[src/shared/pesp_pkg.sv]
// package: character codes, limits and the state enumeration for the escape parser
package pesp_pkg;
    localparam logic [7:0] CH_ESC = 8'h1b;
    localparam logic [7:0] CH_AMP = 8'h26;
    localparam logic [7:0] CH_A_LOW = 8'h61;
    localparam logic [7:0] CH_K_LOW = 8'h6b;
    localparam logic [7:0] CH_PLUS = 8'h2b;
    localparam logic [7:0] CH_MINUS = 8'h2d;
    localparam logic [7:0] CH_0 = 8'h30;
    localparam logic [7:0] CH_9 = 8'h39;
    localparam logic [7:0] CH_1 = 8'h31;
    localparam logic [7:0] CH_2 = 8'h32;
    localparam logic [7:0] CH_3 = 8'h33;
    localparam logic [7:0] CH_4 = 8'h34;
    localparam logic [7:0] CH_5 = 8'h35;
    localparam logic [7:0] CH_QUEST = 8'h3f;
    localparam logic [7:0] CH_AT = 8'h40;
    localparam logic [7:0] CH_G_UP = 8'h47;
    localparam logic [7:0] CH_UP_A = 8'h41;
    localparam logic [7:0] CH_UP_Z = 8'h5a;
    localparam logic [7:0] CH_C_UP = 8'h43;
    localparam logic [7:0] CH_E_UP = 8'h45;
    localparam logic [7:0] CH_L_UP = 8'h4c;
    localparam logic [7:0] CH_M_UP = 8'h4d;
    localparam logic [7:0] CH_R_UP = 8'h52;
    localparam logic [7:0] CH_T_UP = 8'h54;
    localparam logic [7:0] CH_U_UP = 8'h55;
    localparam logic [7:0] CH_Y_UP = 8'h59;
    localparam logic [7:0] CH_Z_UP = 8'h5a;
    localparam logic [7:0] CH_CARET = 8'h5e;
    localparam logic [7:0] CH_F_LOW = 8'h66;
    localparam logic [7:0] CH_G_LOW = 8'h67;
    localparam logic [7:0] CH_DC1 = 8'h11;
    // companion clear-tab terminator is unprinted; chosen here
    localparam logic [7:0] CH_TCLR = 8'h55;
    localparam logic [7:0] MAX_COL = 8'h84;
    localparam logic [7:0] MIN_COL = 8'h01;
    localparam logic [7:0] MAX_FEED = 8'h3f;
    localparam logic [7:0] LEFT_RST = 8'h01;
    typedef enum logic [2:0] {
        ST_IDLE = 3'b000,
        ST_ESC = 3'b001,
        ST_AMP = 3'b010,
        ST_CUR = 3'b011,
        ST_LAT = 3'b100,
        ST_ERR = 3'b101
    } pesp_state_t;
endpackage

[src/hw/pesp_parser.sv]
// escape sequence parser for a thermal line printer
`timescale 1ns/100ps

module pesp_parser #(
    parameter int NUM_COLS = 133
) (
    // clock and reset
    input wire logic clk,
    input wire logic srst,
    // host character stream
    input wire logic in_valid,
    input wire logic [7:0] in_char,
    input wire logic serial_active,
    // print path
    output logic out_valid,
    output logic [7:0] out_char,
    input wire logic line_end,
    // head position reported by mechanism
    input wire logic [7:0] head_col,
    // head and paper commands
    output logic move_valid,
    output logic [7:0] move_col,
    output logic feed_valid,
    output logic [7:0] feed_lines,
    output logic page_adv,
    // settings
    output logic [7:0] left_margin,
    output logic [7:0] right_margin,
    output logic [NUM_COLS-1:0] tab_stops,
    output logic display_fn,
    output logic [2:0] enhance,
    output logic enh_latch,
    // status and link actions
    output logic status_req,
    output logic primary_status_req,
    output logic modem_drop,
    output logic soft_reset,
    output logic error_seen
);

    // column 132 must exist and 8-bit column values must reach every stop
    if (NUM_COLS < 133 || NUM_COLS > 256) begin : gen_cols_check
        $error("NUM_COLS must be 133..256");
    end

    ////////////////////////////////////////////////////////////////////
    pesp_pkg::pesp_state_t state, next_state;
    logic [7:0] num, next_num;
    logic neg, next_neg, signed_seen, next_signed_seen;
    logic stat_wait, next_stat_wait;
    logic [7:0] next_left, next_right, next_move_col, next_feed;
    logic [NUM_COLS-1:0] next_tabs;
    logic next_display, next_latch, next_error;
    logic [2:0] next_enh;
    logic [7:0] next_out_char;
    logic next_out_valid, next_move_valid, next_feed_valid, next_page;
    logic next_status, next_prim, next_modem, next_soft;
    logic [7:0] clamp_col;
    logic is_upper, is_digit;

    assign is_upper = in_char >= pesp_pkg::CH_UP_A
        && in_char <= pesp_pkg::CH_UP_Z;
    assign is_digit = in_char >= pesp_pkg::CH_0 && in_char <= pesp_pkg::CH_9;
    // values above the widest column saturate; zero is lifted to one
    assign clamp_col = (num > pesp_pkg::MAX_COL) ? pesp_pkg::MAX_COL :
        (num < pesp_pkg::MIN_COL) ? pesp_pkg::MIN_COL : num;

    ////////////////////////////////////////////////////////////////////
    always_comb begin
        next_state = state;
        next_num = num;
        next_neg = neg;
        next_signed_seen = signed_seen;
        next_stat_wait = stat_wait;
        next_left = left_margin;
        next_right = right_margin;
        next_tabs = tab_stops;
        next_display = display_fn;
        next_latch = enh_latch;
        next_enh = enhance;
        next_error = error_seen;
        next_out_char = out_char;
        next_out_valid = 1'b0;
        next_move_valid = 1'b0;
        next_move_col = move_col;
        next_feed_valid = 1'b0;
        next_feed = feed_lines;
        next_page = 1'b0;
        next_status = 1'b0;
        next_prim = 1'b0;
        next_modem = 1'b0;
        next_soft = 1'b0;
        if (line_end && !enh_latch) begin
            next_enh = 3'h0;
        end
        // serial status waits for the host's DC1 trigger
        if (in_valid && stat_wait && in_char == pesp_pkg::CH_DC1) begin
            next_stat_wait = 1'b0;
            next_status = 1'b1;
        end else if (in_valid && in_char == pesp_pkg::CH_ESC) begin
            next_state = pesp_pkg::ST_ESC;
            next_num = 8'h00;
            next_neg = 1'b0;
            next_signed_seen = 1'b0;
        end else if (in_valid) begin
            unique case (state)
                pesp_pkg::ST_IDLE: begin
                    next_out_valid = 1'b1;
                    next_out_char = in_char;
                end
                pesp_pkg::ST_ESC: begin
                    next_state = pesp_pkg::ST_IDLE;
                    unique case (in_char)
                        pesp_pkg::CH_1:
                            next_tabs[head_col] = 1'b1;
                        pesp_pkg::CH_2:
                            next_tabs[head_col] = 1'b0;
                        pesp_pkg::CH_3:
                            next_tabs = '0;
                        pesp_pkg::CH_4:
                            next_left = head_col;
                        pesp_pkg::CH_5:
                            next_right = head_col;
                        pesp_pkg::CH_9: begin
                            next_left = pesp_pkg::LEFT_RST;
                            next_right = pesp_pkg::MAX_COL;
                        end
                        pesp_pkg::CH_QUEST: begin
                            if (serial_active)
                                next_stat_wait = 1'b1;
                            else
                                next_status = 1'b1;
                        end
                        pesp_pkg::CH_E_UP: begin
                            // power-on state: same values as srst
                            next_left = pesp_pkg::LEFT_RST;
                            next_right = pesp_pkg::MAX_COL;
                            next_tabs = '0;
                            next_display = 1'b0;
                            next_latch = 1'b0;
                            next_enh = 3'h0;
                            next_error = 1'b0;
                            next_stat_wait = 1'b0;
                            next_soft = 1'b1;
                        end
                        pesp_pkg::CH_U_UP:
                            next_page = 1'b1;
                        pesp_pkg::CH_Y_UP:
                            next_display = 1'b1;
                        pesp_pkg::CH_Z_UP:
                            next_display = 1'b0;
                        pesp_pkg::CH_CARET:
                            next_prim = 1'b1;
                        pesp_pkg::CH_F_LOW:
                            next_modem = serial_active;
                        pesp_pkg::CH_G_LOW: begin
                            next_soft = 1'b1;
                            next_error = 1'b0;
                            next_stat_wait = 1'b0;
                        end
                        pesp_pkg::CH_AMP:
                            next_state = pesp_pkg::ST_AMP;
                        default: begin
                            next_error = 1'b1;
                            if (!is_upper)
                                next_state = pesp_pkg::ST_ERR;
                        end
                    endcase
                end
                pesp_pkg::ST_AMP: begin
                    if (in_char == pesp_pkg::CH_A_LOW) begin
                        next_state = pesp_pkg::ST_CUR;
                    end else if (in_char == pesp_pkg::CH_K_LOW) begin
                        next_state = pesp_pkg::ST_LAT;
                    end else begin
                        next_error = 1'b1;
                        next_state = is_upper ? pesp_pkg::ST_IDLE
                            : pesp_pkg::ST_ERR;
                    end
                end
                pesp_pkg::ST_CUR, pesp_pkg::ST_LAT: begin
                    if (is_digit) begin
                        // saturate so overlong numbers still clamp
                        if (num > 8'h19 || (num == 8'h19
                                && in_char > pesp_pkg::CH_5))
                            next_num = 8'hff;
                        else
                            next_num = 8'((num << 3) + (num << 1)
                                + (in_char - pesp_pkg::CH_0));
                    end else if (state == pesp_pkg::ST_CUR
                            && !signed_seen && num == 8'h00
                            && (in_char == pesp_pkg::CH_PLUS
                            || in_char == pesp_pkg::CH_MINUS)) begin
                        next_signed_seen = 1'b1;
                        next_neg = in_char == pesp_pkg::CH_MINUS;
                    end else if (in_char >= pesp_pkg::CH_AT
                            && in_char <= pesp_pkg::CH_G_UP
                            && !(state == pesp_pkg::ST_CUR
                            && in_char == pesp_pkg::CH_C_UP)
                            && !(state == pesp_pkg::ST_LAT
                            && in_char == pesp_pkg::CH_E_UP)) begin
                        next_state = pesp_pkg::ST_IDLE;
                        next_enh = in_char[2:0];
                    end else begin
                        next_state = pesp_pkg::ST_IDLE;
                        if (state == pesp_pkg::ST_LAT
                                && in_char == pesp_pkg::CH_E_UP
                                && num <= 8'h01) begin
                            next_latch = num[0];
                        end else if (state == pesp_pkg::ST_CUR) begin
                            unique case (in_char)
                                pesp_pkg::CH_C_UP: begin
                                    next_move_valid = 1'b1;
                                    if (!signed_seen)
                                        next_move_col = num;
                                    else if (neg)
                                        next_move_col = (num > head_col)
                                            ? 8'h00 : 8'(head_col - num);
                                    else
                                        next_move_col = (num > 8'(pesp_pkg
                                            ::MAX_COL - head_col))
                                            ? pesp_pkg::MAX_COL
                                            : 8'(head_col + num);
                                end
                                pesp_pkg::CH_L_UP:
                                    next_left = clamp_col;
                                pesp_pkg::CH_M_UP:
                                    next_right = clamp_col;
                                pesp_pkg::CH_R_UP: begin
                                    next_feed_valid = 1'b1;
                                    next_feed = (num > pesp_pkg::MAX_FEED)
                                        ? pesp_pkg::MAX_FEED : num;
                                end
                                pesp_pkg::CH_T_UP:
                                    next_tabs[clamp_col] = 1'b1;
                                pesp_pkg::CH_TCLR:
                                    next_tabs[clamp_col] = 1'b0;
                                default: begin
                                    next_error = 1'b1;
                                    if (!is_upper)
                                        next_state = pesp_pkg::ST_ERR;
                                end
                            endcase
                        end else begin
                            next_error = 1'b1;
                            if (!is_upper)
                                next_state = pesp_pkg::ST_ERR;
                        end
                    end
                end
                pesp_pkg::ST_ERR: begin
                    if (is_upper)
                        next_state = pesp_pkg::ST_IDLE;
                end
                default: next_state = pesp_pkg::ST_IDLE;
            endcase
        end
    end

    ////////////////////////////////////////////////////////////////////
    always_ff @(posedge clk) begin
        if (srst) begin
            state <= pesp_pkg::ST_IDLE;
            num <= 8'h00;
            neg <= 1'b0;
            signed_seen <= 1'b0;
            stat_wait <= 1'b0;
            left_margin <= pesp_pkg::LEFT_RST;
            right_margin <= pesp_pkg::MAX_COL;
            tab_stops <= '0;
            display_fn <= 1'b0;
            enh_latch <= 1'b0;
            enhance <= 3'h0;
            error_seen <= 1'b0;
            out_char <= 8'h00;
            out_valid <= 1'b0;
            move_valid <= 1'b0;
            move_col <= 8'h00;
            feed_valid <= 1'b0;
            feed_lines <= 8'h00;
            page_adv <= 1'b0;
            status_req <= 1'b0;
            primary_status_req <= 1'b0;
            modem_drop <= 1'b0;
            soft_reset <= 1'b0;
        end else begin
            state <= next_state;
            num <= next_num;
            neg <= next_neg;
            signed_seen <= next_signed_seen;
            stat_wait <= next_stat_wait;
            left_margin <= next_left;
            right_margin <= next_right;
            tab_stops <= next_tabs;
            display_fn <= next_display;
            enh_latch <= next_latch;
            enhance <= next_enh;
            error_seen <= next_error;
            out_char <= next_out_char;
            out_valid <= next_out_valid;
            move_valid <= next_move_valid;
            move_col <= next_move_col;
            feed_valid <= next_feed_valid;
            feed_lines <= next_feed;
            page_adv <= next_page;
            status_req <= next_status;
            primary_status_req <= next_prim;
            modem_drop <= next_modem;
            soft_reset <= next_soft;
        end
    end

endmodule

[config.mk]
export PLATFORM = sky130hd
export DESIGN_NAME = pesp_parser
export DESIGN_NICKNAME = d
export VERILOG_FILES = /design/src/shared/pesp_pkg.sv /design/src/hw/pesp_parser.sv
export SDC_FILE = /design/constraint.sdc
export NUM_CORES = 1
export LEC_CHECK = 0
export BUFFER_PORTS_ARGS = -buffer_cell sky130_fd_sc_hd__buf_2
export CAP_MARGIN = 20
export CORE_MARGIN = 1
export CORE_UTILIZATION = 50
export CTS_CLUSTER_SIZE = 30
export DETAILED_ROUTE_END_ITERATION = 12
export GPL_TIMING_DRIVEN = 0
export PLACE_DENSITY = 0.73
export REMOVE_ABC_BUFFERS = 1
export SETUP_SLACK_MARGIN = 0.02
export SLEW_MARGIN = 20
export SYNTH_ARGS = -nofsm -noshare
export SYNTH_HDL_FRONTEND = slang
export SYNTH_SLANG_ARGS = --single-unit
[constraint.sdc]
create_clock -name clk -period 4.2 [get_ports clk]
set_input_delay 0.21 -clock clk [delete_from_list [all_inputs] [get_ports clk]]
set_output_delay 0.21 -clock clk [all_outputs]
set_load 0.005 [all_outputs]
# After elaboration in Yosys (flattened, before gate mapping)
# Index checks and enable logic that the tools add are counted.
# totals
regBits,201
elab_cells,283
# op_classes
n_addsub,6
order_cmp,18
n_eq_ne,55
n_mux,104
bitwise_logic,17
n_reduce_logical,60
# ops
operator,n
$mux 133,5
$pmux 133 s2,2
$pmux 133 s3,1
$and 133x133->133,2
$not 133->133,2
$or 133x133->133,2
$mux 8,24
$eq 8x7->1 const B,14
$eq 8x6->1 const B,10
$pmux 8 s2,4
$mux 3,20
$mux 1,38
$reduce_and 11->1,3
$add 8x8->8,3
$eq 8x5->1 const B,3
$ne 2x2->1 const B,12
$reduce_and 10->1,2
$logic_and 1x1->1,18
$lt 8x9->1 const B,2
$ne 3x3->1 const B,6
$demux 1 s8,2
$ge 8x1->1 const B,2
$ge 8x7->1 const B,2
$gt 8x6->1 const B,2
other kinds (40),79

# Depth between registers and ports, before layout
# Gate-level depths: netlist (run 1).
# logic_depth
word_depth,16
depth_mapped,14

# Least setup slack after synthesis (run 1)
# OpenSTA, ideal clock, no wires.
# synth_path
kind,flip-flop to flip-flop
start,reg num[2]
end,reg move_col[3]
setup_time_ns,0.086
arrival_ns,2.865
required_ns,4.114
slack_ns,1.249
path_stages_with_launch,12
n_path_buf,2
period_less_slack_ns,2.951
cell_sequence,dfxtp_1 -> buf_1 -> inv_1 -> ha_1 -> clkbuf_1 -> a21oi_1 -> o221ai_1 -> nor4_1 -> nor3b_2 -> a221oi_1 -> a311o_1 -> a211oi_1
# synth_between
elab_chain_len,5
word_cells_on_any_way,16
classes_between,2 x add/sub; 3 x order compare; 4 x mux; 2 x bitwise; 5 x reduce/logical
# synth_lines
element,line_no,rtl
start: declaration,pesp_parser.sv:48,"logic [7:0] num, next_num;"
start signal: assignment,pesp_parser.sv:288,num <= next_num;
branches (longest 5 deep; another with $add 8x8->8),--,
end signal: assignment,pesp_parser.sv:302,move_col <= next_move_col;
end: declaration,pesp_parser.sv:22,"output logic [7:0] move_col,"
# Several ways; the timed one is not identified.
# A chain may end at the register's enable or synchronous reset.

==> results of run 1 <==
==> placed cells by master (no fill, tap or decap), drive strengths merged, types with 36 or more instances in the layout <==
| cell | netlist | layout |
|---|---|---|
| a21oi | 448 | 448 |
| nor2 | 281 | 281 |
| buf | 47 | 267 |
| nand2 | 208 | 208 |
| dfxtp | 201 | 201 |
| o32a | 112 | 112 |
| a211oi | 104 | 104 |
| o21ai | 66 | 66 |
| nor3 | 42 | 42 |
| ha | 38 | 38 |
| clkbuf | 176 | 36 |
==> how the worst max path moves through the flow <==
| stage | start | end |
|---|---|---|
| global placement | state[1]$_SDFFE_PP0P_ | register |
| CTS | state[1]$_SDFFE_PP0P_ | register |
| floorplan | state[1]$_SDFFE_PP0P_ | register |
| finish | state[1]$_SDFFE_PP0P_ | register |
| detailed placement | state[1]$_SDFFE_PP0P_ | register |
| global route | state[1]$_SDFFE_PP0P_ | register |
==> cell families after synthesis <==
| logic type | synth area share, % |
|---|---|
| AOI/OAI and AO/OA | 37.98 |
| buffers and inverters | 6.630 |
| adders and majority gates | 3.879 |
| muxes | 2.081 |
| DFF | 25.35 |
| xor gates and xnor gates | 1.159 |
| and+or+nand+nor | 22.92 |
==> worst max-delay path, stage by stage (launching register included) <==
cell and delay, ns:
dfxtp_1 0.79, nand3b_1 0.36, o31a_1 0.40, a22o_1 0.34, a2111o_2 0.82, buf_12 0.31, buf_12 0.19, buf_16 0.19
a21oi_1 0.15, mux2i_1 0.22, nor2_1 0.07
==> metrics by stage <==
| step | setup TNS, ns | hold slack (ns) | setup slack [ns] | std cells |
|---|---|---|---|---|
| final | 0 | 0.01871 | 0.2160 | 2568 |
| after global routing | 0 | 0.04140 | 0.1084 | 2567 |
| after CTS | 0 | 0.009765 | 0.1945 | 2564 |
| after detailed placement | 0 | 0.4449 | 0.1859 | 2521 |
| after global placement | -1063.57 | 0.4396 | -7.821 | 2464 |
| after floorplan | -476.78 | 0.2746 | -3.933 | 1861 |
==> layer usage <==
| metal | vias up | part of all wire (%) | routed length (um) |
|---|---|---|---|
| met5 | - | 0 | 0 |
| met1 | 8346 | 40 | 23440 |
| met4 | 0 | 5.2 | 3063 |
| met2 | 1070 | 44 | 25700 |
| met3 | 246 | 11 | 6255 |
| li1 | 7853 | - | - |
==> cell usage after synthesis, drive strengths merged (19+ instances only) <==
library cell  instances  area, sq um
a211oi              104         1176
ha                   38        475.5
nand2               208        780.8
a21oi               448         2250
dfxtp               201         4024
o32a                112         1121
nor3                 42        215.2
clkbuf              176        661.9
buf                  47        292.8
mux2i                33        330.3
o32ai                19        173.9
nand2b               33        209.0
nor2                281         1648
inv                  26        97.59
o21ai                66        330.3
a311oi               32        280.3
==> power breakdown <==
part | internal [mW] | leakage (nW) | switching, mW
registers | 1.91 | 1.62 | 0.00447
clock network | 1.11 | 0.347 | 0.879
logic | 0.106 | 4.39 | 0.242
==> final cells by class <==
cell class / instances / area share [%]
flip-flops and latches: 201 / 22.09
diodes: 1 / 0.01373
well taps: 396 / 2.719
clock inverters: 6 / 0.1991
inverters: 26 / 0.5356
repair buffers: 268 / 10.66
clock buffers: 36 / 3.715
multi-input cells: 1634 / 60.06
==> timing repair <==
action                                  4_1_cts  5_1_grt
gates resized for setup                       0        1
endpoints found under the setup margin        0        7
hold buffers                                  1        0
buffers inserted                              0        3
endpoints found under the hold margin         1        0
==> run_results.csv, run 1 <==
group,metric,value,unit
synth,seq_area_frac_synth,25.35,%
grt,grt_usage,34.50,%
min_path,hold_class,"in -> reg",
min_path,holdPathEnd,"out_char[1]$_SDFFE_PP0P_",
die,die_w,180.2,um
clocking,cts_buffers,25,
sta,fin_crit_sh,94.86,%
placement,io_buffers,207,
worst_setup_path,worst_setup_path_start_kind,"register",
sta,finalClockSkew,0.02896,ns
routing,totalWireLength,58.46,mm
clocking,htreeDepth,1,
pwr,p_total,4.256,mW
die,fp.coreArea,0.03091,sq mm
sta,hold_viol,0,
routing,first_pass_iters,6,
synth,avgSynthCellArea,7.615,sq um
synth,ys_warn_count,0,
sta,worst_pin_slew,1.151,ns
layout,areaGrowthSynthToFinish,14.81,%
grt,grt_pass1_vias,16390,
clocking,cts_sinks,201,
die,ios,208,
worst_setup_path,rr_startpoint,"state[1]$_SDFFE_PP0P_",
layout,layout-drive-gt1-share,23.40,%
clocking,clk_path_buf_depth,3,
pwr,max-vdd-ir-drop,280.4,uV
synth,synth_edf_count,0,
layout,multiInputGateArea,0.01094,sq mm
grt,use_met3,7.154,%
clocking,clk_pin_slew,0.06,ns
synth,synth_ff_type,"dfxtp_1",
status,status,"completed",
min_path,hold_depth,2,
worst_setup_path,path_max_fanout,18,
grt,busiest_layer,"met2",
routing,viasPerCell,6.820,
synth,synthCells,2084,
grt,grt_use_met2,53.58,%
sta,rsz0062_at_grt,"false",
clocking,root_buffer,"clkbuf_16",
placement,place_hpwl,38.94,mm
pwr,p_per_area,233.6,mW/mm^2
worst_setup_path,ff2ff_path_depth,10,
sta,max_slew_margin,23.24,%
grt,antenna_found_initial,1,
worst_setup_path,end_kind,"register",
min_path,worstHoldStart,"srst",
placement,placed_area,0.01747,sq mm
die,die_h,180.2,um
worst_setup_path,path_class,"reg -> reg",
job,maxCapViolations,0,
synth,ys_ff_latch,201,
sta,fin_crit,3.984,ns
sta,drv_slew,0,
worst_setup_path,rrSetupSlack,0.22,ns
die,start_util,51.34,%
clocking,cts_tree,"done",
layout,regArea,0.004025,sq mm
grt,gr-usage-met1,45.35,%
layout,final_core_util,58.95,%
routing,drtAntennaViolNets,0,
worst_setup_path,required,4.62,ns
layout,finalInstanceArea,0.01822,sq mm
routing,drt_iter0_markers,2552,
sta,setup_violations,0,
die,fp-row-count,64,
synth,yosysUniqueCellTypes,86,
grt,overflow,0,
synth,postSynth.asyncResetShare,0,%
routing,wl_per_cell,22.76,um
routing,num_vias,17520,
layout,nNetsFinal,2222,
placement,gp_congestion,0.9036,
routing,drc,0,
grt,grt_first_pass_wirelength,91.17,mm
synth,syn_area,0.01587,sq mm
worst_setup_path,arrival,4.40,ns
sta,fmax,251.0,MHz
pwr,power_leakage,6.360,nW
clocking,clk_latency,0.55,ns
grt,grt_max_degree,95,
layout,fillers,2838,
die,dieArea,0.03246,sq mm
(Power assumes the default switching activity.)
==> run 2: changes to the inputs <==
CELL_PAD_IN_SITES_DETAIL_PLACEMENT = 1   (was not set)
CELL_PAD_IN_SITES_GLOBAL_PLACEMENT = 2   (was not set)
CORE_MARGIN = 1.5   (was 1)
CORE_UTILIZATION = 34   (was 50)
PLACE_DENSITY = 0.83   (was 0.73)
==> run_results.csv, run 2 (synthesis gave the netlist of run 1 again) <==
group,metric,value,unit
status,status,"completed",
layout,final_cell_mix,"446 x a21oi_1, 210 x buf_2, 206 x nand2_1, 199 x dfxtp_1, 193 x nor2_1",
routing,drt_iter0_markers,1539,
layout,multiInputGateArea,0.01097,sq mm
pwr,p_clk_share,52.8,%
routing,drtAntennaViolNets,0,
sta,finalClockSkew,0.01176,ns
sta,setup_violations,0,
grt,grt_max_degree,101,
min_path,hold_class,"in -> reg",
die,dieArea,0.04798,sq mm
sta,drv_slew,0,
layout,final_common_cell,"a21oi_1",
grt,antenna_found_initial,0,
clocking,clk_path_buf_depth,3,
pwr,switching_share,25.35,%
worst_setup_path,path_delay_family,"simple AND/OR/NAND/NOR gates",
placement,pre_cts_slack,0.2279,ns
worst_setup_path,cpPeakStageDelay,0.93,ns
sta,whs,0.08896,ns
worst_setup_path,slowest_stage,"nand2_1",
clocking,cts_buffers,27,
layout,areaGrowthSynthToFinish,18.39,%
pwr,power_switching,1.223,mW
clocking,htreeDepth,1,
die,die_h,219.1,um
placement,io_buffers,207,
layout,regArea,0.004026,sq mm
sta,rsz0062_at_grt,"false",
layout,nNetsFinal,2228,
die,fp.coreArea,0.04567,sq mm
pwr,p_int,3.604,mW
routing,first_pass_iters,5,
routing,viasPerCell,6.264,
placement,placed_cells,2728,
layout,insertedDiodeCount,0,
worst_setup_path,end_kind,"register",
routing,wl_per_cell,25.19,um
worst_setup_path,arrival,4.32,ns
sta,max_slew_margin,20.75,%
routing,totalWireLength,70.01,mm
clocking,clk_pin_slew,0.06,ns
pwr,max-vdd-ir-drop,197.8,uV
worst_setup_path,required,4.67,ns
sta,worst_pin_slew,1.186,ns
layout,instances_no_fill,2779,
die,fp-row-count,78,
pwr,power_leakage,6.496,nW
routing,num_vias,17410,
clocking,clk_latency,0.56,ns
die,ios,208,
worst_setup_path,worst-path-buf-inv,1,
worst_setup_path,worst_setup_path_start_kind,"register",
sta,fin_crit_sh,91.77,%
worst_setup_path,cp_common_cell,"nand2_1",
worst_setup_path,path_cells,"inv_1 > nand2_1 > nor2_4 > nand2_1 > o32a_1 > a211oi_2",
grt,grt_first_pass_wirelength,105.7,mm
worst_setup_path,path_class,"reg -> reg",
sta,hold_viol,0,
pwr,comb_power_share,7.5,%
placement,gp_congestion,0.8600,
layout,fillers,5516,
die,die_w,219.1,um
job,maxCapViolations,0,
clocking,root_buffer,"clkbuf_16",
sta,fin_crit,3.854,ns
worst_setup_path,path_max_fanout,20,
layout,final_core_util,41.14,%
pwr,seqPwrFrac,39.8,%
layout,layout-drive-gt1-share,24.09,%
grt,grt_pass1_vias,17680,
grt,overflow,0,
pwr,p_per_area,256.9,mW/mm^2
placement,place_hpwl,47.29,mm
clocking,cts_sinks,201,
die,start_util,34.75,%
sta,setup_ws,0.3456,ns
sta,fmax,259.4,MHz
routing,drc,0,
clocking,cts_tree,"done",
grt,grt_usage,28.32,%
==> run 2: changes by cell type in the layout (fill, tap and decap cells not counted), sizes merged, moves of 2 or more <==
cell,before,now
bufinv,0,5
clkinv,4,2
clkinvlp,1,3
dlygate4sd3,1,3
==> run 2: metrics by stage <==
step                total power [mW]  cell area (sq um)  setup TNS, ns
finish                         4.827              18790              0
global route                   4.981              18790              0
CTS                            4.863              18760              0
detailed placement             2.313              17770              0
global placement               2.287              16700       -1144.78
floorplan                      2.129              14920        -476.78
==> run 2: layout make-up <==
class	count	share of cell area, %
inverter	26	0.5194
timing repair buffer	271	10.55
tap	600	3.995
clock buffer	35	4.075
multi-input combinational	1635	58.41
sequential	201	21.43
clock inverter	11	1.019
==> run 2: timing repair <==
action                                  in CTS  in global routing
endpoints found under the setup margin       0                  4
hold buffers                                 3                  0
resized for setup                            0                  1
hold endpoints to repair                    14                  0
setup buffers                                0                  0
==> run 2: worst reg2reg max path: stages (launching register included) <==
cell and delay, ns:
dfxtp_1 0.63, inv_1 0.44, nand2_1 0.33, nor2_4 0.76, nand2_1 0.93, o32a_1 0.45
a211oi_2 0.22
==> run 2: per-layer routing <==
metal  GRT usage, %  share of wire [%]  up-vias
li1               -                  -     7870
met1          36.97                 43     8741
met2          47.19                 47      651
met3          3.673                6.0      146
met4          11.05                3.6        0
met5              0                  0        -
==> run 2: power groups by stage <==
stage          logic (mW)  clock network (mW)  registers (mW)
4_1_cts             0.356                2.59            1.92
2_1_floorplan       0.168                   0            1.96
6_report            0.360                2.55            1.92
3_3_place_gp        0.326                   0            1.96
5_1_grt             0.386                2.68            1.92
3_5_place_dp        0.352                   0            1.96
==> run 2: worst paths after layout <==
path / slack (ns) / depth (start not counted) / start / endpoint
setup / recovery: 0.35 / 6 / num[7]$_SDFFE_PP0P_ / register
hold / removal: 0.09 / 3 / head_col[0] / right_margin[0]$_SDFFE_PP0P_
setup reg to reg: 0.35 / 6 / num[7]$_SDFFE_PP0P_ / register
hold reg to reg: 0.45 / 2 / move_col[2]$_SDFFE_PP0P_ / move_col[2]$_SDFFE_PP0P_
==> run 3: changes to the inputs <==
PLACE_DENSITY = not set   (was 0.83)
PLACE_DENSITY_LB_ADDON = 0.2   (was not set)
==> run_results.csv, run 3 (synthesis gave the netlist of run 1 again) <==
group,metric,value,unit
clocking,clk_path_buf_depth,3,
clocking,clk_latency,0.58,ns
routing,drt_iter0_markers,1232,
worst_setup_path,rrSetupSlack,0.26,ns
placement,place_hpwl,48.05,mm
clocking,cts_setup_buffers,0,
grt,grt_first_pass_wirelength,106.8,mm
clocking,htreeDepth,1,
clocking,cts_buffers,27,
job,maxCapViolations,0,
pwr,p_per_area,256.5,mW/mm^2
clocking,cts_tree,"done",
pwr,comb_power_share,7.5,%
min_path,holdPathEnd,"right_margin[0]$_SDFFE_PP0P_",
worst_setup_path,ff2ff_path_depth,7,
routing,num_vias,17340,
sta,fmax,253.8,MHz
sta,setup_ws,0.2602,ns
status,status,"completed",
pwr,p_clk_share,52.7,%
grt,antenna_found_initial,2,
sta,hold_viol,0,
worst_setup_path,rr_startpoint,"state[1]$_SDFFE_PP0P_",
min_path,worstHoldStart,"head_col[0]",
placement,gp_congestion,0.8449,
min_path,hold_depth,3,
layout,insertedDiodeCount,0,
grt,grt_usage,28.78,%
layout,layout-drive-gt1-share,24.39,%
layout,final_core_util,41.22,%
worst_setup_path,required,4.70,ns
min_path,hold_class,"in -> reg",
worst_setup_path,path_max_fanout,23,
clocking,cts_sinks,201,
clocking,clk_pin_slew,0.06,ns
sta,finalClockSkew,0.01280,ns
die,ios,208,
die,fp.coreArea,0.04567,sq mm
die,die_w,219.1,um
worst_setup_path,worst_setup_path_start_kind,"register",
routing,viasPerCell,6.227,
clocking,root_buffer,"clkbuf_16",
pwr,seqPwrFrac,39.7,%
routing,drc,0,
placement,io_buffers,207,
die,start_util,34.75,%
layout,areaGrowthSynthToFinish,18.64,%
layout,nNetsFinal,2231,
layout,fillers,5553,
routing,wl_per_cell,25.58,um
layout,final_cell_mix,"446 x a21oi_1, 212 x buf_2, 202 x nand2_1, 199 x dfxtp_1, 193 x nor2_1",
sta,setup_violations,0,
grt,grt_pass1_vias,17350,
routing,first_pass_iters,5,
routing,drtAntennaViolNets,0,
grt,overflow,0,
sta,fin_crit_sh,93.81,%
die,fp-row-count,78,
worst_setup_path,path_class,"reg -> reg",
pwr,power_leakage,6.538,nW
layout,final_common_cell,"a21oi_1",
pwr,switching_share,26.18,%
routing,totalWireLength,71.24,mm
sta,drv_slew,0,
sta,fin_crit,3.940,ns
sta,fin_setup_tns,0,ns
die,dieArea,0.04798,sq mm
grt,grt_max_degree,93,
pwr,max-vdd-ir-drop,241.8,uV
sta,worst_pin_slew,1.103,ns
die,die_h,219.1,um
sta,max_slew_margin,26.45,%
placement,pre_cts_slack,0.3088,ns
worst_setup_path,end_kind,"register",
worst_setup_path,arrival,4.44,ns
pwr,power_switching,1.265,mW
pwr,p_int,3.565,mW
sta,rsz0062_at_grt,"false",
run 3: worst max-delay path by stage:
stage / slack (ns) / startpoint / endpoint / cells after the start
after CTS: 0.26 / state[1]$_SDFFE_PP0P_ / register / 7
after floorplan: -3.93 / state[1]$_SDFFE_PP0P_ / register / 7
final: 0.26 / state[1]$_SDFFE_PP0P_ / register / 7
after global routing: 0.14 / num[3]$_SDFFE_PP0P_ / move_col[4]$_SDFFE_PP0P_ / 9
after detailed placement: 0.31 / state[1]$_SDFFE_PP0P_ / register / 7
after global placement: -8.43 / state[1]$_SDFFE_PP0P_ / register / 7
run 3: metal layers:
layer | vias to the layer above | routed length (um) | part of all wire [%] | global-route usage [%]
met2 | 535 | 33660 | 47 | 47.64
li1 | 7864 | - | - | -
met1 | 8798 | 31430 | 44 | 38.03
met4 | 0 | 2235 | 3.1 | 10.78
met3 | 144 | 3916 | 5.5 | 3.687
met5 | - | 0 | 0 | 0
run 3: power by group through the flow:
stage / Clock [mW] / Sequential, mW / Combinational (mW)
2_1_floorplan: 0 / 1.96 / 0.168
3_3_place_gp: 0 / 1.96 / 0.330
3_5_place_dp: 0 / 1.96 / 0.357
4_1_cts: 2.60 / 1.92 / 0.362
5_1_grt: 2.67 / 1.92 / 0.390
6_report: 2.55 / 1.92 / 0.364
run 3: final cells by class:
class	count	area, sq um	share of cell area, %
clock buffer	36	779.5	4.140
clock inverter	13	175.2	0.9304
inverter	26	97.59	0.5183
multi-input combinational	1634	10960	58.22
sequential	201	4026	21.38
tap	600	750.7	3.987
timing repair buffer	275	2037	10.82
run 3: through the flow:
stage	hold slack, ns	cells	total power, mW	cell area (sq um)
after floorplan	0.2746	1861	2.129	14920
after global placement	0.4397	2668	2.291	16700
after detailed placement	0.4476	2731	2.318	17820
after CTS	0.07010	2783	4.876	18810
after global routing	0.08218	2785	4.980	18830
final	0.08446	2785	4.829	18830
run 3: timing repair:
item / CTS / global route
gates resized for setup: 0 / 1
hold endpoints to repair: 10 / 0
setup endpoints to repair: 0 / 1
hold buffers: 3 / 0
run 3: worst max-delay path: stages (launching register included):
cell and delay, ns:
dfxtp_1 0.54, nor3b_1 0.81, nor2_4 0.24, buf_12 0.25
a21oi_2 0.55, nand2_1 0.82, o32a_1 0.41, a211oi_2 0.22
